File: src/common/uep_pkg.sv
// constants and carrier types for the eprom programming and read controller
package uep_pkg;

    // ----------------------------------------------------------------
    // array shape
    // ----------------------------------------------------------------
    localparam int ADDR_W = 9;
    localparam int DATA_W = 8;
    localparam int WORDS = 512;
    localparam int CNT_W = 20;
    localparam int NPLS_W = 5;

    // ----------------------------------------------------------------
    // timing, figures in their own units, then cycles at clk_sys
    // ----------------------------------------------------------------
    localparam int CLK_MHZ = 125;
    localparam int T_ACC_NS = 575;
    localparam int ACC_CYC = (T_ACC_NS * CLK_MHZ + 999) / 1000;
    localparam int SYNC_CYC = 2;
    localparam int T_SETUP_US = 10;
    localparam int SETUP_CYC = T_SETUP_US * CLK_MHZ;
    localparam int T_HOLD_US = 10;
    localparam int HOLD_CYC = T_HOLD_US * CLK_MHZ;
    localparam int T_GAP_US = 500;
    localparam int GAP_CYC_DEF = T_GAP_US * CLK_MHZ;
    localparam int T_PULSE_MS = 3;
    localparam int T_PULSE_MAX_MS = 5;
    localparam int PULSE_CYC_DEF = T_PULSE_MS * 1000 * CLK_MHZ;
    localparam int T_ENERGY_MS = 60;
    localparam int PULSE_NUM = (T_ENERGY_MS + T_PULSE_MS - 1) / T_PULSE_MS;

    // ----------------------------------------------------------------
    // types
    // ----------------------------------------------------------------
    typedef logic [CNT_W-1:0] uep_cnt_t;
    typedef logic [NPLS_W-1:0] uep_npls_t;

    typedef enum logic {
        UEP_OP_READ,
        UEP_OP_PROG
    } uep_op_t;

    typedef struct packed {
        uep_op_t op;
        logic [ADDR_W-1:0] addr;
        logic [DATA_W-1:0] data;
    } uep_req_t;

    // everything the controller drives toward the memory
    typedef struct packed {
        logic sel_b;
        logic rw;
        logic program_pulse_input;
        logic [ADDR_W-1:0] word_index_inputs;
        logic [DATA_W-1:0] word_bit_lines;
        logic word_bit_lines_oe_b;
    } uep_pins_t;

endpackage

File: src/hw/uep_ctrl.sv
// host-side controller that reads and programs a 512 x 8 uv-erasable prom
// ----------------------------------------------------------------
// ----------------------------------------------------------------
module uep_ctrl
    import uep_pkg::*;
#(
    parameter int PULSE_CYC = PULSE_CYC_DEF,
    parameter int GAP_CYC = GAP_CYC_DEF
) (
    // clock and reset
    input wire logic clk_sys,
    input wire logic rst_b,
    // user request
    input wire logic req_valid,
    input wire uep_req_t req,
    output logic req_ready,
    output logic done,
    output logic [DATA_W-1:0] rdata,
    // memory pins
    output uep_pins_t pins,
    input wire logic [DATA_W-1:0] word_bit_lines_in
);

    // ----------------------------------------------------------------
    // state
    // ----------------------------------------------------------------
    typedef enum logic [2:0] {
        ST_IDLE,
        ST_RD_ACC,
        ST_WR_SETUP,
        ST_WR_PULSE,
        ST_WR_GAP,
        ST_WR_HOLD,
        ST_WR_RECOVER
    } uep_state_t;

    uep_state_t st_q, st_d;
    uep_cnt_t cnt_q, cnt_d;
    uep_npls_t npls_q, npls_d;
    uep_pins_t pins_q, pins_d;
    logic [DATA_W-1:0] rdata_q, rdata_d;
    logic done_q, done_d;
    logic [DATA_W-1:0] din_s1_q, din_s2_q;

    // bus let go: deselected, read level, no pulse, drivers off
    function automatic uep_pins_t uep_released(input uep_pins_t p);
        uep_pins_t r;
        r = p;
        r.sel_b = 1'b1;
        r.rw = 1'b1;
        r.program_pulse_input = 1'b0;
        r.word_bit_lines_oe_b = 1'b1;
        return r;
    endfunction

    function automatic logic uep_hit(input uep_cnt_t c, input int n);
        return c == uep_cnt_t'(n - 1);
    endfunction

    // ----------------------------------------------------------------
    // data pin synchroniser
    // ----------------------------------------------------------------
    always_ff @(posedge clk_sys or negedge rst_b) begin
        if (!rst_b) begin
            din_s1_q <= 8'h00;
            din_s2_q <= 8'h00;
        end else begin
            din_s1_q <= word_bit_lines_in;
            din_s2_q <= din_s1_q;
        end
    end

    // ----------------------------------------------------------------
    // sequencer
    // ----------------------------------------------------------------
    always_comb begin
        st_d = st_q;
        cnt_d = cnt_q + uep_cnt_t'(1);
        npls_d = npls_q;
        pins_d = pins_q;
        rdata_d = rdata_q;
        done_d = 1'b0;
        unique case (st_q)
            ST_IDLE: begin
                cnt_d = '0;
                pins_d = uep_released(pins_q);
                if (req_valid) begin
                    pins_d.sel_b = 1'b0;
                    pins_d.word_index_inputs = req.addr;
                    if (req.op == UEP_OP_READ) begin
                        pins_d.rw = 1'b1;
                        st_d = ST_RD_ACC;
                    end else begin
                        // whole word driven in parallel before any pulse
                        pins_d.rw = 1'b0;
                        pins_d.word_bit_lines = req.data;
                        pins_d.word_bit_lines_oe_b = 1'b0;
                        npls_d = '0;
                        st_d = ST_WR_SETUP;
                    end
                end
            end
            ST_RD_ACC: begin
                // wait the access time plus the synchroniser depth
                if (uep_hit(cnt_q, ACC_CYC + SYNC_CYC)) begin
                    rdata_d = din_s2_q;
                    done_d = 1'b1;
                    pins_d = uep_released(pins_q);
                    st_d = ST_IDLE;
                end
            end
            ST_WR_SETUP: begin
                if (uep_hit(cnt_q, SETUP_CYC)) begin
                    pins_d.program_pulse_input = 1'b1;
                    cnt_d = '0;
                    st_d = ST_WR_PULSE;
                end
            end
            ST_WR_PULSE: begin
                if (uep_hit(cnt_q, PULSE_CYC)) begin
                    pins_d.program_pulse_input = 1'b0;
                    npls_d = npls_q + uep_npls_t'(1);
                    cnt_d = '0;
                    if (npls_q == uep_npls_t'(PULSE_NUM - 1)) begin
                        st_d = ST_WR_HOLD;
                    end else begin
                        st_d = ST_WR_GAP;
                    end
                end
            end
            ST_WR_GAP: begin
                // recovery gap; select, address and data stay put
                if (uep_hit(cnt_q, GAP_CYC)) begin
                    pins_d.program_pulse_input = 1'b1;
                    cnt_d = '0;
                    st_d = ST_WR_PULSE;
                end
            end
            ST_WR_HOLD: begin
                if (uep_hit(cnt_q, HOLD_CYC)) begin
                    pins_d = uep_released(pins_q);
                    cnt_d = '0;
                    st_d = ST_WR_RECOVER;
                end
            end
            ST_WR_RECOVER: begin
                // read setup after programming before next access
                if (uep_hit(cnt_q, SETUP_CYC)) begin
                    done_d = 1'b1;
                    st_d = ST_IDLE;
                end
            end
        endcase
    end

    always_ff @(posedge clk_sys or negedge rst_b) begin
        if (!rst_b) begin
            st_q <= ST_IDLE;
            cnt_q <= '0;
            npls_q <= '0;
            pins_q <= '{sel_b: 1'b1, rw: 1'b1, program_pulse_input: 1'b0,
                        word_index_inputs: 9'h000, word_bit_lines: 8'h00,
                        word_bit_lines_oe_b: 1'b1};
            rdata_q <= 8'h00;
            done_q <= 1'b0;
        end else begin
            st_q <= st_d;
            cnt_q <= cnt_d;
            npls_q <= npls_d;
            pins_q <= pins_d;
            rdata_q <= rdata_d;
            done_q <= done_d;
        end
    end

    assign req_ready = (st_q == ST_IDLE);
    assign done = done_q;
    assign rdata = rdata_q;
    assign pins = pins_q;

    // ----------------------------------------------------------------
    // checks
    // ----------------------------------------------------------------
    uep_cnt_t plen_q;
    uep_cnt_t stab_q;
    logic wr_set;

    assign wr_set = !pins_q.sel_b && !pins_q.rw && !pins_q.word_bit_lines_oe_b;

    always_ff @(posedge clk_sys or negedge rst_b) begin
        if (!rst_b) begin
            plen_q <= '0;
            stab_q <= '0;
        end else begin
            plen_q <= pins_q.program_pulse_input ? plen_q + uep_cnt_t'(1) : '0;
            stab_q <= wr_set ? stab_q + uep_cnt_t'(1) : '0;
        end
    end
endmodule

File: config.mk
export PLATFORM = sky130hd
export DESIGN_NAME = uep_ctrl
export DESIGN_NICKNAME = d
export VERILOG_FILES = /design/src/common/uep_pkg.sv /design/src/hw/uep_ctrl.sv
export SDC_FILE = /design/constraint.sdc
export NUM_CORES = 1
export LEC_CHECK = 0
export BUFFER_PORTS_ARGS = -buffer_cell sky130_fd_sc_hd__buf_2
export CORE_ASPECT_RATIO = 1.4
export CORE_MARGIN = 8
export CORE_UTILIZATION = 40
export CTS_BUF_LIST = sky130_fd_sc_hd__clkbuf_8
export CTS_CLUSTER_DIAMETER = 100
export CTS_CLUSTER_SIZE = 14
export DETAILED_ROUTE_END_ITERATION = 10
export PLACE_DENSITY = 0.58
export SLEW_MARGIN = 20
export SYNTH_ARGS = -nofsm -noshare
export SYNTH_HDL_FRONTEND = slang
export SYNTH_SLANG_ARGS = --single-unit
File: constraint.sdc
create_clock -name clk_sys -period 2.9 [get_ports clk_sys]
set_input_delay 0.58 -clock clk_sys [delete_from_list [all_inputs] [get_ports clk_sys]]
set_output_delay 0.58 -clock clk_sys [all_outputs]
set_load 0.02 [all_outputs]
==> impl_results.md <==
* Outcome: completed
* Gr ovfl total at 0
* Antenna diode count at 0
* P per Cell Area at 500.7 nW/µm²
* Mux cell area share after synthesis at 0.09488
* Register area share after synthesis at 0.5756
* Max-Cap Viols at 0
* Final period utilization at 0.8126
* Total wire length at 6587 µm
* GP Congestion at 0.7962
* Pins over their slew limit at 0
* RSZ-0062 raised after global routing: false
* Hold_buf cts at 0
* Die Span X at 91.34 µm
* Largest net degree at the start of global routing at 31
* Ys flop type: dfrtp_1
* Slowest stage delay, CP at 580 ps
* #FFs+latches synth at 73
* First-pass GRT wire length at 11400 µm
* # rows at 38
* Simple-gate share of the synthesized area at 0.1756
* Worst r2r src: cnt_q[5]
* Post-Syn Area per Cell at 11.86 µm²
* EDFF count, synth at 0
* Kind of critical path: register to register
* Fillers at 718
* Routed Antenna Nets at 0
* Clock Path Buffers at 2
* Mapped Area at 3178 µm²
* Worst Hold Class: input pin to async pin
* Fin nets at 362
* Peak VDD IR at 0.0002949 V
* R2R setup slack at 540 ps
* Core Util, Final at 0.4895
* Post-Synth XOR/XNOR Area at 0.06339
* PostCTS Resize Cnt at 0
* TritonCTS clock tree: yes
* Htree depth at 3
* Post-route setup slack at 543.4 ps
* CORE AREA at 7750 µm²
* Slowest-stage cell, CP: or4_4
* CP Capture Type: register
* Leakage power at 1.875 nW
* Adder-cell share of the synthesized area at 0.01181
* Crit-path cells: or4_4 -> nor4_4 -> a21oi_2 -> a31oi_2 -> nand3_1 -> mux2i_1 -> nor4bb_1
* Final HPWL from detailed placement at 4910 µm
* Final instance area at 3794 µm²
* Clock sinks at 73
* Crit Reg-Reg Endpoint: st_q[0]
* Global Route Usage Sum at 0.1305
* PortBufs at 59
* Die H at 121.5 µm
* Layout cells sized above 1 at 0.3433
* Fin Clk Skew at 11.06 ps
* Drt pass-1 iters at 4
* First-iteration detailed-routing DRC count at 77
* Total CTS buffers at 9
* Antenna violations before repair at 0
* Slew HR at 0.5166
* Initial Util at 0.4101
* Dpl cell area at 3581 µm²
* Max Clk Rate at 424.3 MHz
* Cells after Synth at 268
* Syn nets at 300
* Total die area at 11090 µm²
* Register clock-pin slew on the reported worst setup and hold paths at 80 ps
* CP Capture Point: st_q[0]
* Final Hold Viols at 0
* Via density at 5.175
* Final Critical Period at 2357 ps
* Commonest non-fill, non-tap cell in the layout: dfrtp_1
* Clock Tree Root: clkbuf_8
* Crit start category: register
* Vias post-DR at 2251
* IO Count at 60
* Pre-CTS setup slack at 556.6 ps
* Synth async-reset ratio at 1.000
* Ys Warns at 0
* Setup bufs post-CTS at 0
* WL/cell at 15.14 µm
* Layout area overhead at 19.37%
* CP Launch Point: cnt_q[5]
* Number of global-route vias before repair at 2340
* R2r worst-path depth at 7
* Max FO, Critical Path at 7
* Most frequent cells in the layout: dfrtp_1, buf_2, nor2_1, mux2_2, xor2_1
* Main combinational cell family by area after synthesis: simple AND/OR/NAND/NOR gates
* Residual DRC count at 0
* Final TNS setup at 0 ps
* Count of final setup violators at 0
* CP Data Arrival Time at 2610 ps
* Slew @ Worst Pin at 718.4 ps
* Crit path required time at 3150 ps
* Complex-gate fraction of the synthesized area at 0.05630
* Clk Latency, worst-skew pair at 350 ps
* Number of distinct library cells after synthesis at 50
## critical path, delay by kind of cell (launching register included)
family	cells	cell delay [ps]
DFF	1	460
and+or+nand+nor	4	1310
muxes	1	160
AOI/OAI and AO/OA	2	340
## Yosys cell counts (4+ instances only)
cell,number,area [µm²]
mux2_2,25,281.5
dfrtp_1,71,1777
nand2_1,13,48.80
nor3_1,4,20.02
nand3_1,11,55.05
and3_1,6,37.54
xnor2_1,9,78.83
nor2_1,38,142.6
xor2_1,14,122.6
clkbuf_1,7,26.28
and2_1,4,25.02
nand4_1,10,62.56
## power by group
part           total, mW  internal [mW]  switching, mW
clock              0.826          0.449          0.378
combinational     0.0420         0.0169         0.0251
sequential          1.03           1.03        0.00256
## cell type report
class,count,area [µm²],area share
multi-input combinational,180,1277,0.3367
inverter,3,11.26,0.002968
sequential,73,1829,0.4822
timing repair buffer,63,337.8,0.08905
clock inverter,5,61.31,0.01616
clock buffer,11,151.4,0.03991
tap,100,125.1,0.03298
## registers in the layout, summed over array words and instances (netlist names)
signal,cells
rdata,8
npls_q,5
done,1
din_s1_q,8
pins,20
st_q,3
cnt_q,20
din_s2_q,8
## worst min path at each step
| stage | cells past startpoint | end | startpoint |
|---|---|---|---|
| 3_3_place_gp | 0 | din_s2_q[1] | din_s1_q[1] |
| 6_report | 1 | rdata[6] | rst_b |
| 3_5_place_dp | 0 | din_s2_q[2] | din_s1_q[2] |
| 4_1_cts | 1 | rdata[3] | rst_b |
| 2_1_floorplan | 0 | cnt_q[0] | rst_b |
| 5_1_grt | 1 | rdata[3] | rst_b |
## kinds of logic after synthesis
family	Yosys count
AO/OA/AOI/OAI	22
adder cells (fa/ha/maj)	3
AND/OR/NAND/NOR	105
buffers and inverters	15
flip-flops	73
multiplexers	27
XOR/XNOR	23
## stage by stage
stage	std cells	power (mW)	hold WS (ps)
after global routing	435	1.987	176.5
after CTS	435	1.932	162.2
after detailed placement	419	1.095	336.4
final	435	1.899	174.1
after global placement	419	1.094	332.6
after floorplan	268	1.051	284.4
## per-layer routing
| layer | vias to the layer above | GRT usage | routed length [µm] |
|---|---|---|---|
| met5 | - | 0 | 0 |
| met2 | 52 | 0.2279 | 3528 |
| met1 | 1125 | 0.1313 | 2524 |
| met4 | 0 | 0.08839 | 166 |
| met3 | 12 | 0.03963 | 368 |
| li1 | 1062 | - | - |
(Power assumes the default switching activity.)
